$ cat src/rtl/mcc_defines.svh
`ifndef MCC_DEFINES_SVH
`define MCC_DEFINES_SVH

// register byte address on the apb bus
`define MCC_CONFIG_OFFSET 16'he618
// value the register holds after reset: only the reserved bit 1 is set
`define MCC_CONFIG_RESET 16'h0002
// bits that store what software writes (bits 15:14 and the reset trigger excluded)
`define MCC_CONFIG_STORE_MASK 16'h3f7f

// single-bit field positions
`define MCC_BIT_PHASE_INT 0
`define MCC_BIT_RSVD_ONE 1
`define MCC_BIT_PULSE2_SEL 2
`define MCC_BIT_SWAP 3
`define MCC_BIT_VOLT_GND 4
`define MCC_BIT_CURR_GND 5
`define MCC_BIT_CAPTURE_EN 6
`define MCC_BIT_SOFT_RESET 7

// low bit of each two-bit voltage pairing field
`define MCC_FLD_PAIR_A_LSB 8
`define MCC_FLD_PAIR_B_LSB 10
`define MCC_FLD_PAIR_C_LSB 12

// neutral integrator enable position inside the third configuration register
`define MCC_THIRD_NEUTRAL_BIT 3

// number of phases
`define MCC_PHASES 3

`endif

$ cat src/rtl/mcc_pkg.sv
package mcc_pkg;

    // voltage pairing codes of one phase current
    typedef enum logic [1:0] {
        MCC_PAIR_OWN = 2'h0,
        MCC_PAIR_NEXT = 2'h1,
        MCC_PAIR_PREV = 2'h2,
        MCC_PAIR_RSVD = 2'h3
    } mcc_pair_type;

    // decoded view of the configuration register
    typedef struct packed {
        logic [1:0] spare_hi;
        mcc_pair_type phase_c_voltage_pairing;
        mcc_pair_type phase_b_voltage_pairing;
        mcc_pair_type phase_a_voltage_pairing;
        logic soft_reset_trigger;
        logic capture_port_enable;
        logic current_adc_ground;
        logic voltage_adc_ground;
        logic swap_channels;
        logic pulse2_pin_select;
        logic reserved_one;
        logic phase_integrator_enable;
    } mcc_cfg_type;

endpackage

$ cat src/rtl/mcc_pair_if.sv
`timescale 1ns/1ps

interface mcc_pair_if #(
    parameter int SAMPLE_WIDTH = 24
);
    // voltage samples indexed by phase a, b, c
    logic [2:0][SAMPLE_WIDTH-1:0] volt;
    // pairing code for each phase current
    logic [2:0][1:0] sel;
    // voltage chosen for each phase current
    logic [2:0][SAMPLE_WIDTH-1:0] paired;

    modport src (
        output volt,
        output sel,
        input paired
    );

    modport mux (
        input volt,
        input sel,
        output paired
    );
endinterface

$ cat src/rtl/mcc_pair_mux.sv
`timescale 1ns/1ps

module mcc_pair_mux
    import mcc_pkg::*;
(
    // pairing selects in, paired voltages out
    mcc_pair_if.mux pif
);

    // one selector per phase current: own, next or previous phase voltage
    genvar g;
    generate
        for (g = 0; g < 3; g++) begin : gen_phase
            localparam int NEXT_IDX = (g + 1) % 3;
            localparam int PREV_IDX = (g + 2) % 3;
            // reserved code falls back to the own phase voltage
            assign pif.paired[g] = (pif.sel[g] == MCC_PAIR_NEXT) ? pif.volt[NEXT_IDX] :
                                   (pif.sel[g] == MCC_PAIR_PREV) ? pif.volt[PREV_IDX] :
                                   pif.volt[g];
        end
    endgenerate

endmodule

$ cat src/rtl/mcc_config_top.sv
// Functional notes
// - bit 0 holds the phase-current integrators disabled while 0 and enables them while 1.
// - the phase integrator enable never touches the neutral integrator, which follows bit 3 of the third register.
// - bit 2 puts the second energy pulse on the shared pin when 0 and the harmonic-ready flag when 1.
// - bit 3 exchanges the voltage and current channel outputs while set.
// - bit 4 makes the voltage converters deliver ground-level samples while set.
// - bit 5 makes the current converters deliver ground-level samples while set.
// - bit 6 enables the capture port and routes its clock to the third pin, else the third energy pulse.
// - writing 1 to bit 7 starts a software reset.
// - bits 9:8 pair phase a current with voltage a, b or c for codes 00, 01, 10.
// - bits 11:10 pair phase b current with voltage b, c or a for codes 00, 01, 10.
// - bits 13:12 pair phase c current with voltage c, a or b for codes 00, 01, 10.
// - code 11 in any pairing field acts as code 00.
//
// The APB interface to the registers was chosen for this implementation.
`timescale 1ns/1ps
`include "mcc_defines.svh"

module mcc_config_top
    import mcc_pkg::*;
#(
    parameter int SAMPLE_WIDTH = 24
) (
    // clock, reset, enable
    input wire logic clk_sys,
    input wire logic srst,
    input wire logic clk_en,
    // apb slave
    input wire logic [15:0] paddr,
    input wire logic psel,
    input wire logic penable,
    input wire logic pwrite,
    input wire logic [31:0] pwdata,
    input wire logic [3:0] pstrb,
    output logic [31:0] prdata,
    output logic pready,
    output logic pslverr,
    // third configuration register contents
    input wire logic [7:0] third_config_register,
    // converter samples, phase a in slot 0
    input wire logic sample_strobe,
    input wire logic [2:0][SAMPLE_WIDTH-1:0] voltage_adc,
    input wire logic [2:0][SAMPLE_WIDTH-1:0] current_adc,
    // channel registers and power path
    output logic channel_valid,
    output logic [2:0][SAMPLE_WIDTH-1:0] voltage_channel,
    output logic [2:0][SAMPLE_WIDTH-1:0] current_channel,
    output logic [2:0][SAMPLE_WIDTH-1:0] paired_voltage,
    // integrator controls
    output logic phase_integrator_enable,
    output logic neutral_integrator_enable,
    // shared pin sources
    input wire logic second_energy_pulse,
    input wire logic harmonic_ready,
    input wire logic third_energy_pulse,
    input wire logic capture_port_clock,
    // shared pins and capture port control
    output logic pulse2_pin,
    output logic pulse3_pin,
    output logic capture_port_enable,
    // software reset request to the rest of the device
    output logic soft_reset_pulse
);

    // stored register contents
    logic [15:0] channel_config;
    mcc_cfg_type cfg;
    logic [15:0] next_config;

    // apb decode
    logic addr_hit;
    logic access_phase;
    logic read_loaded;
    logic write_fire;
    logic [15:0] lane_mask;

    // sample path
    logic [2:0][SAMPLE_WIDTH-1:0] volt_eff;
    logic [2:0][SAMPLE_WIDTH-1:0] curr_eff;
    logic volt_valid;

    // pairing link to the selector
    mcc_pair_if #(.SAMPLE_WIDTH(SAMPLE_WIDTH)) pair_bus ();

    assign cfg = mcc_cfg_type'(channel_config);

    // address decode and phase tracking
    assign addr_hit = (paddr == `MCC_CONFIG_OFFSET);
    assign access_phase = psel & penable;
    assign write_fire = access_phase & pready & pwrite & addr_hit;

    // zero-wait answer once read data has been captured in the setup phase
    assign pready = clk_en & read_loaded;
    assign pslverr = access_phase & pready & ~addr_hit;

    // byte lanes 0 and 1 cover the sixteen register bits
    assign lane_mask = {{8{pstrb[1]}}, {8{pstrb[0]}}};

    // merge written lanes into the stored value; trigger bit and bits 15:14 never stored
    always_comb begin
        next_config = (channel_config & ~lane_mask) | (pwdata[15:0] & lane_mask);
        next_config = next_config & `MCC_CONFIG_STORE_MASK;
    end

    // read data is captured in the setup cycle so it comes from a flop
    always_ff @(posedge clk_sys) begin
        if (srst) begin
            read_loaded <= 1'b0;
        end else if (clk_en) begin
            if (access_phase & read_loaded) begin
                read_loaded <= 1'b0;
            end else if (psel & ~penable) begin
                read_loaded <= 1'b1;
            end
        end
    end

    // read data register; unmapped addresses read zero
    always_ff @(posedge clk_sys) begin
        if (srst) begin
            prdata <= 32'h0000_0000;
        end else if (clk_en) begin
            if (psel & ~penable) begin
                prdata <= addr_hit ? {16'h0000, channel_config} : 32'h0000_0000;
            end
        end
    end

    // configuration register; a reset trigger write restores defaults
    always_ff @(posedge clk_sys) begin
        if (srst) begin
            channel_config <= `MCC_CONFIG_RESET;
        end else if (clk_en) begin
            if (write_fire) begin
                if (pstrb[0] & pwdata[`MCC_BIT_SOFT_RESET]) begin
                    channel_config <= `MCC_CONFIG_RESET;
                end else begin
                    channel_config <= next_config;
                end
            end
        end
    end

    // one-cycle software reset request
    always_ff @(posedge clk_sys) begin
        if (srst) begin
            soft_reset_pulse <= 1'b0;
        end else if (clk_en) begin
            soft_reset_pulse <= write_fire & pstrb[0] & pwdata[`MCC_BIT_SOFT_RESET];
        end
    end

    // integrator controls; the neutral one only follows the third register
    always_ff @(posedge clk_sys) begin
        if (srst) begin
            phase_integrator_enable <= 1'b0;
            neutral_integrator_enable <= 1'b0;
        end else if (clk_en) begin
            phase_integrator_enable <= cfg.phase_integrator_enable;
            neutral_integrator_enable <= third_config_register[`MCC_THIRD_NEUTRAL_BIT];
        end
    end

    // capture port enable follows its bit
    always_ff @(posedge clk_sys) begin
        if (srst) begin
            capture_port_enable <= 1'b0;
        end else if (clk_en) begin
            capture_port_enable <= cfg.capture_port_enable;
        end
    end

    // shared pin routing from the stored selects
    assign pulse2_pin = cfg.pulse2_pin_select ? harmonic_ready : second_energy_pulse;
    assign pulse3_pin = cfg.capture_port_enable ? capture_port_clock : third_energy_pulse;

    // converter grounding applied ahead of the channel swap
    always_comb begin
        volt_eff = cfg.voltage_adc_ground ? '0 : voltage_adc;
        curr_eff = cfg.current_adc_ground ? '0 : current_adc;
    end

    // channel registers, exchanged while the swap bit is set
    always_ff @(posedge clk_sys) begin
        if (srst) begin
            voltage_channel <= '0;
            current_channel <= '0;
        end else if (clk_en) begin
            if (sample_strobe) begin
                voltage_channel <= cfg.swap_channels ? curr_eff : volt_eff;
                current_channel <= cfg.swap_channels ? volt_eff : curr_eff;
            end
        end
    end

    // marks a fresh set of channel samples
    always_ff @(posedge clk_sys) begin
        if (srst) begin
            volt_valid <= 1'b0;
        end else if (clk_en) begin
            volt_valid <= sample_strobe;
        end
    end

    // power path pairing driven from the channel voltages
    assign pair_bus.volt = voltage_channel;
    assign pair_bus.sel[0] = cfg.phase_a_voltage_pairing;
    assign pair_bus.sel[1] = cfg.phase_b_voltage_pairing;
    assign pair_bus.sel[2] = cfg.phase_c_voltage_pairing;

    mcc_pair_mux u_pair_mux (
        .pif(pair_bus.mux)
    );

    // paired voltages registered one cycle after the channel registers
    always_ff @(posedge clk_sys) begin
        if (srst) begin
            paired_voltage <= '0;
            channel_valid <= 1'b0;
        end else if (clk_en) begin
            channel_valid <= volt_valid;
            if (volt_valid) begin
                paired_voltage <= pair_bus.paired;
            end
        end
    end

endmodule

$ cat config.mk
export PLATFORM = sky130hd
export DESIGN_NAME = mcc_config_top
export DESIGN_NICKNAME = d
export VERILOG_FILES = /design/src/rtl/mcc_pkg.sv /design/src/rtl/mcc_pair_if.sv /design/src/rtl/mcc_pair_mux.sv /design/src/rtl/mcc_config_top.sv
export VERILOG_INCLUDE_DIRS = /design/src /design/src/rtl
export SDC_FILE = /design/constraint.sdc
export NUM_CORES = 1
export LEC_CHECK = 0
export BUFFER_PORTS_ARGS = -buffer_cell sky130_fd_sc_hd__buf_2
export CORE_AREA = 4 4 179 181
export DETAILED_ROUTE_END_ITERATION = 10
export DIE_AREA = 0 0 183 185
export PLACE_DENSITY = 0.69
export SKIP_LAST_GASP = 1
export SYNTH_ARGS = -nofsm -noshare
export SYNTH_HDL_FRONTEND = slang
export SYNTH_SLANG_ARGS = --single-unit
$ cat constraint.sdc
create_clock -name clk_sys -period 2.45 [get_ports clk_sys]
set_input_delay 0.735 -clock clk_sys [delete_from_list [all_inputs] [get_ports clk_sys]]
set_output_delay 0.735 -clock clk_sys [all_outputs]
set_load 0.05 [all_outputs]
==> results of run 1 <==
-- placed cells by master (no fill, tap or decap), drive strengths merged, types with 9 or more instances in the layout --
master  count
a211oi    144
a21oi     101
a31oi     145
buf       518
clkbuf     43
conb       19
dfxtp     249
inv         9
nand2      98
nand3      21
nor2      150
nor3b     144
o211ai     72
o21ai      12
o22a       67
-- layer usage --
| layer | vias up | global-route usage | routed length, µm |
|---|---|---|---|
| met3 | 112 | 0.0611 | 5220 |
| met4 | 0 | 0.0894 | 1670 |
| li1 | 6169 | - | - |
| met1 | 6232 | 0.404 | 22200 |
| met5 | - | 0 | 0 |
| met2 | 785 | 0.428 | 22700 |
-- cells by family (layout without fill, tap and decap cells) --
logic type / after synthesis / in the layout
AO/OA/AOI/OAI: 543 / 543
buffers and inverters: 200 / 580
AND/OR/NAND/NOR: 441 / 441
flip-flops: 249 / 249
other: 1 / 25
multiplexers: 15 / 15
-- flip-flops by register name, summed over array words and instances (netlist names) --
register and cells:
current_channel 72, capture_port_enable 1, prdata 13, channel_valid 1, paired_voltage 72, read_loaded 1
cfg 13, neutral_integrator_enable 1, soft_reset_pulse 1, voltage_channel 72, phase_integrator_enable 1, volt_valid 1
-- per-stage QoR --
step / TNS (ns) / util / area, µm² / cells / setup slack [ns]
floorplan: 0 / - / 12100 / 1467 / 0.0136
global placement: -0.0154 / 0.488 / 14900 / 2191 / -0.0154
detailed placement: 0 / 0.488 / 14900 / 2191 / 0.0269
CTS: 0 / 0.520 / 15800 / 2243 / 0.0137
global route: -0.0170 / 0.522 / 15900 / 2247 / -0.0170
finish: 0 / 0.522 / 15900 / 2249 / 0.0399
-- repair_timing --
| action | CTS | global route |
|---|---|---|
| hold buffers | 0 | 0 |
| endpoints found under the setup margin | 0 | 1 |
| gates resized for setup | 0 | 8 |
-- tightest hold or removal path, cell delays in order --
cell and delay (ns):
buf_2 0.08, mux2i_1 0.06, nor2_1 0.07
-- power by group --
part / internal, mW / switching (mW)
combinational: 0.556 / 1.31
sequential: 4.22 / 0.203
clock: 2.60 / 1.76
-- area by class of cell --
class | instances | share of cell area
sequential | 249 | 0.314
inverter | 9 | 0.00213
antenna | 6 | 0.000946
multi-input combinational | 1018 | 0.396
tap | 396 | 0.0312
clock inverter | 10 | 0.00528
timing repair buffer | 519 | 0.195
clock buffer | 42 | 0.0558
-- worst paths after layout --
path	startpoint	endpoint	slack, ns	cells after the start
setup reg to reg	cfg[3]	voltage_channel[37]	0.47	4
hold reg to reg	paired_voltage[42]	paired_voltage[42]	0.45	2
setup / recovery	paddr[6]	pslverr	0.04	5
hold / removal	third_config_register[3]	neutral_integrator_enable	0.43	3
==> impl_metrics.ini, run 1 <==
[floorplanning]
coreArea_um2 = 30400
chipHeight_um = 185
initial_utilization = 0.396
io_pins = 472
rows = 64
die_x_um = 183
die_area_um2 = 33900

[setup_path]
required_ns = 1.71
cp.arrival_ns = 1.68
cpPeakStageDelay_ns = 0.29
cp_cell_sequence = buf_6 -> nor4_4 -> nand4_1 -> and2_4 -> buf_8
worstSetupPathType = in -> out
path_delay_family = simple AND/OR/NAND/NOR gates
endpoint_kind = output pin
slowest_stage = nor4_4
critPathLaunchType = primary input
critPathBufInv = 2
cp_max_fo = 2

[finish]
final_layout_size_suffix_gt1_frac = 0.321
ff_latch_area_um2 = 4990
area_growth_pct = 31.9
multi_input_area_um2 = 6280
fill_cells = 2891
layout.nets = 2040

[synthesis]
yosysTopAreaCellShare = 0.414
synth_edf_count = 0
synthCells = 1449
synth_cell_type_count = 38
synth.area.top_cells = dfxtp_1, a211oi_1, nor3b_1, a31oi_1, o22a_1
synth_simple_gate_area_share = 0.194
yosysMostFrequentCell = dfxtp_1
synth_compound_area_frac = 0.307
yosys_warnings = 0
synth-seq-cells = 249
synth_top_family_by_area = compound AO/OA/AOI/OAI gates
synthXorXnorAreaFrac = 0
muxShareOfSynthArea = 0.0132
synthAdderAreaFrac = 0
synth_area_um2 = 12000
synth_flop_cell = dfxtp_1
async_reset_ff_frac = 0
ys_seq_area_frac = 0.414
yosysTopAreaCell = dfxtp_1
syn-mean-instance-area_um2 = 8.31
synthTopCellsByCount = dfxtp_1, nor2_1, a31oi_1, a211oi_1, nor3b_1

[timing]
hold_slack_ns = 0.429
setup_viol = 0
worst_pin_slew_ns = 0.996
finalMaxSlewViolations = 0
rsz0062_at_grt = yes
finalHoldViolations = 0
timing.fmax_ghz = 0.415
min_period_ns = 2.41
min_period_over_period = 0.984
relSlewSlack = 0.335
skew_ns = 0.0147

[hold_path]
min_path_type = in -> reg

[route]
wire_per_inst_um = 23.0
dr.pass1.iters = 5
drt_iter0_drc = 1358
drt-total-wl_um = 51800
vias_per_cell = 5.91
vias = 13300
drc = 0
detail-route-antenna-nets = 0

[grt]
antenna_found_initial = 5
grt_max_degree = 73
grt_pass1_wl_um = 75100
grt_pass1_vias = 12000
grt_util_all_layers = 0.283
grt_overflow_total = 0

[pwr]
power_density_nw_per_um2 = 671
leakage_nw = 6.50
peakVddDrop_mv = 0.565
finalPower_mw = 10.6

[clock_network]
postCtsSetupBuffers = 0
cts_root_buffer = clkbuf_16
htree_num_levels = 1
cts_tree = yes
ctsLongestPathBuffers = 3
cts_made_buffers = 28
cts_sinks = 249
clk_latency_ns = 0.55
path_clk_slew_ns = 0.06

[placement]
portBuffers = 425
routabilityCongestion = 0.954
post-dp-hpwl_um = 38500

[flow_run]
max-cap-violations = 0

[status]
status = completed
Power figures use the tool's default switching activity.
==> run 2: changes to the inputs <==
- ABC_AREA: unset -> 1
- CTS_CLUSTER_SIZE: unset -> 40
- PLACE_DENSITY: 0.69 -> 0.72
==> run 2 against run 1 <==
Combinational power grew 13%. Clock power rose by 3%. Final area grew 2.8%. Final cell count rose by 15%. Synthesized cell count increased by 24%. Area after synthesis rose by 6.1%. Via count increased by 10%. Highest routed layer is now met5.
==> impl_metrics.ini, run 2 <==
[status]
status = completed

[setup_path]
path_delay_family = simple AND/OR/NAND/NOR gates
critPathLaunchType = primary input
setup.worst_path.start = paddr[12]
r2r_slack_ns = 0.76
cp.arrival_ns = 1.55
reg2reg_to = voltage_channel[69]
required_ns = 1.71
cp_max_fo = 2
slowest_stage = buf_2
critPathBufInv = 3
r2r_start = cfg[5]
cpPeakStageDelay_ns = 0.21
cp_cell_sequence = buf_2 -> inv_1 -> nand2_1 -> nor2_1 -> nand2_1 -> nor2_4 -> nor3_4 -> buf_2
endpoint_kind = output pin
worstSetupPathType = in -> out
rr_worst_depth = 6

[synthesis]
async_reset_ff_frac = 0
yosysTopAreaCellShare = 0.390
synthTopCellsByCount = nand3_1, dfxtp_1, inv_1, nand2_1, o211ai_1
ys_seq_area_frac = 0.390
yosysTopAreaCell = dfxtp_1
synth_area_um2 = 12800
yosysMostFrequentCell = nand3_1
synth.area.top_cells = dfxtp_1, nand3_1, o211ai_1, inv_1, nand2_1
synth_top_family_by_area = simple AND/OR/NAND/NOR gates
synth_compound_area_frac = 0.214
syn-mean-instance-area_um2 = 7.09
synth_simple_gate_area_share = 0.250
muxShareOfSynthArea = 0
synth_flop_cell = dfxtp_1
yosys_warnings = 0
synth_cell_type_count = 24
synthAdderAreaFrac = 0
synthXorXnorAreaFrac = 0
synthCells = 1802
synth_edf_count = 0
synth-seq-cells = 249

[floorplanning]
coreArea_um2 = 30400
die_area_um2 = 33900
initial_utilization = 0.420
rows = 64
die_x_um = 183
io_pins = 472
chipHeight_um = 185

[finish]
final_layout_size_suffix_gt1_frac = 0.260
fin_area_um2 = 16300
layout.nets = 2370
area_growth_pct = 27.7
fill_cells = 3007
stdcell_count = 2577
final_cell_mix = nand3_1, buf_2, dfxtp_1
reg_top3 = current_channel (72), paired_voltage (72), voltage_channel (72)
ff_latch_area_um2 = 4990
layout_commonest_cell = nand3_1
multi_input_area_um2 = 6010

[route]
vias = 14600
drc = 0
vias_per_cell = 5.68
drt-total-wl_um = 52300
detail-route-antenna-nets = 0
drt_iter0_drc = 1628
dr.pass1.iters = 5
wire_per_inst_um = 20.3

[placement]
post-dp-hpwl_um = 38500
portBuffers = 425
dp.cells = 2519
place_area_um2 = 15300
routabilityCongestion = 0.948

[grt]
grt_util_all_layers = 0.290
grt_max_degree = 148
grt_overflow_total = 0
antenna_found_initial = 6
grt_pass1_vias = 12800
grt_pass1_wl_um = 77800

[hold_path]
worstHoldEndpoint = neutral_integrator_enable
min_from = third_config_register[3]
min_path_type = in -> reg
whs_path_depth = 3

[pwr]
leakage_nw = 8.29
peakVddDrop_mv = 0.562
power_density_nw_per_um2 = 682
finalPower_mw = 11.1

[clock_network]
cts_sinks = 249
path_clk_slew_ns = 0.06
cts_root_buffer = clkbuf_16
postCtsSetupBuffers = 0
cts_tree = yes
clk_latency_ns = 0.55
ctsLongestPathBuffers = 3
htree_num_levels = 1
ctsHoldBuffers = 0
cts_made_buffers = 30
cts_resized = 0

[timing]
min_period_over_period = 0.935
rsz0062_at_grt = no
finalMaxSlewViolations = 0
timing.fmax_ghz = 0.437
min_period_ns = 2.29
finalHoldViolations = 0
relSlewSlack = 0.392
final.setup.tns_ns = 0
hold_slack_ns = 0.413
worst_pin_slew_ns = 0.911
setup_viol = 0
skew_ns = 0.0181

[flow_run]
max-cap-violations = 0
==> run 2: changes by cell type in the layout (fill, tap and decap cells not counted), moves of 139 or more <==
cell and delta:
o211ai_1 +145, inv_1 +225, a211oi_1 -144, nor2_1 -139, nand3_1 +427, nor3b_1 -144
==> run 2: worst min-delay path: cells and delay by family <==
kind | cells | cell delay, ns
AND/OR/NAND/NOR | 2 | 0.11
buffers and inverters | 1 | 0.08
==> run 2: cell families (layout without fill, tap and decap cells) <==
family          count (synthesis)  count (layout)
compound gates                419             419
buf+inv                       441             797
flops                         249             249
other cells                     1              24
simple gates                  692             692
==> run 2: stage by stage <==
stage	worst slack, ns	utilization
4_1_cts	0.140	0.536
3_3_place_gp	0.147	0.503
5_1_grt	0.111	0.536
3_5_place_dp	0.159	0.503
2_1_floorplan	0.119	-
6_report	0.160	0.536
==> run 2: cell type report <==
class                   instances  area share
clock inverters                 5     0.00345
well taps                     396      0.0304
flip-flops and latches        249       0.306
diodes                          5    0.000767
inverters                     252      0.0593
multi-input cells            1130       0.369
clock buffers                  48      0.0576
repair buffers                492       0.174
==> run 2: power by group <==
group	total, mW	switching, mW	internal [mW]	leakage, nW
logic	2.11	1.52	0.590	5.75
registers	4.53	0.259	4.27	2.04
clock network	4.49	1.78	2.70	0.488
==> run 2: how the worst max path moves through the flow <==
| stage | end | slack [ns] | cells after the start |
|---|---|---|---|
| 4_1_cts | voltage_channel[57] | 0.14 | 1 |
| 3_3_place_gp | pslverr | 0.15 | 8 |
| 3_5_place_dp | pslverr | 0.16 | 8 |
| 2_1_floorplan | pslverr | 0.12 | 7 |
| 6_report | pslverr | 0.16 | 8 |
| 5_1_grt | pslverr | 0.11 | 8 |
==> run 2: per-layer routing <==
metal / wire length [µm] / share of wire / vias up / GRT usage
met1: 22400 / 0.43 / 6764 / 0.422
met4: 1820 / 0.035 / 2 / 0.0858
met5: 12 / 0.00023 / - / 0
li1: - / - / 6912 / -
met2: 22600 / 0.43 / 831 / 0.433
met3: 5550 / 0.11 / 122 / 0.0630
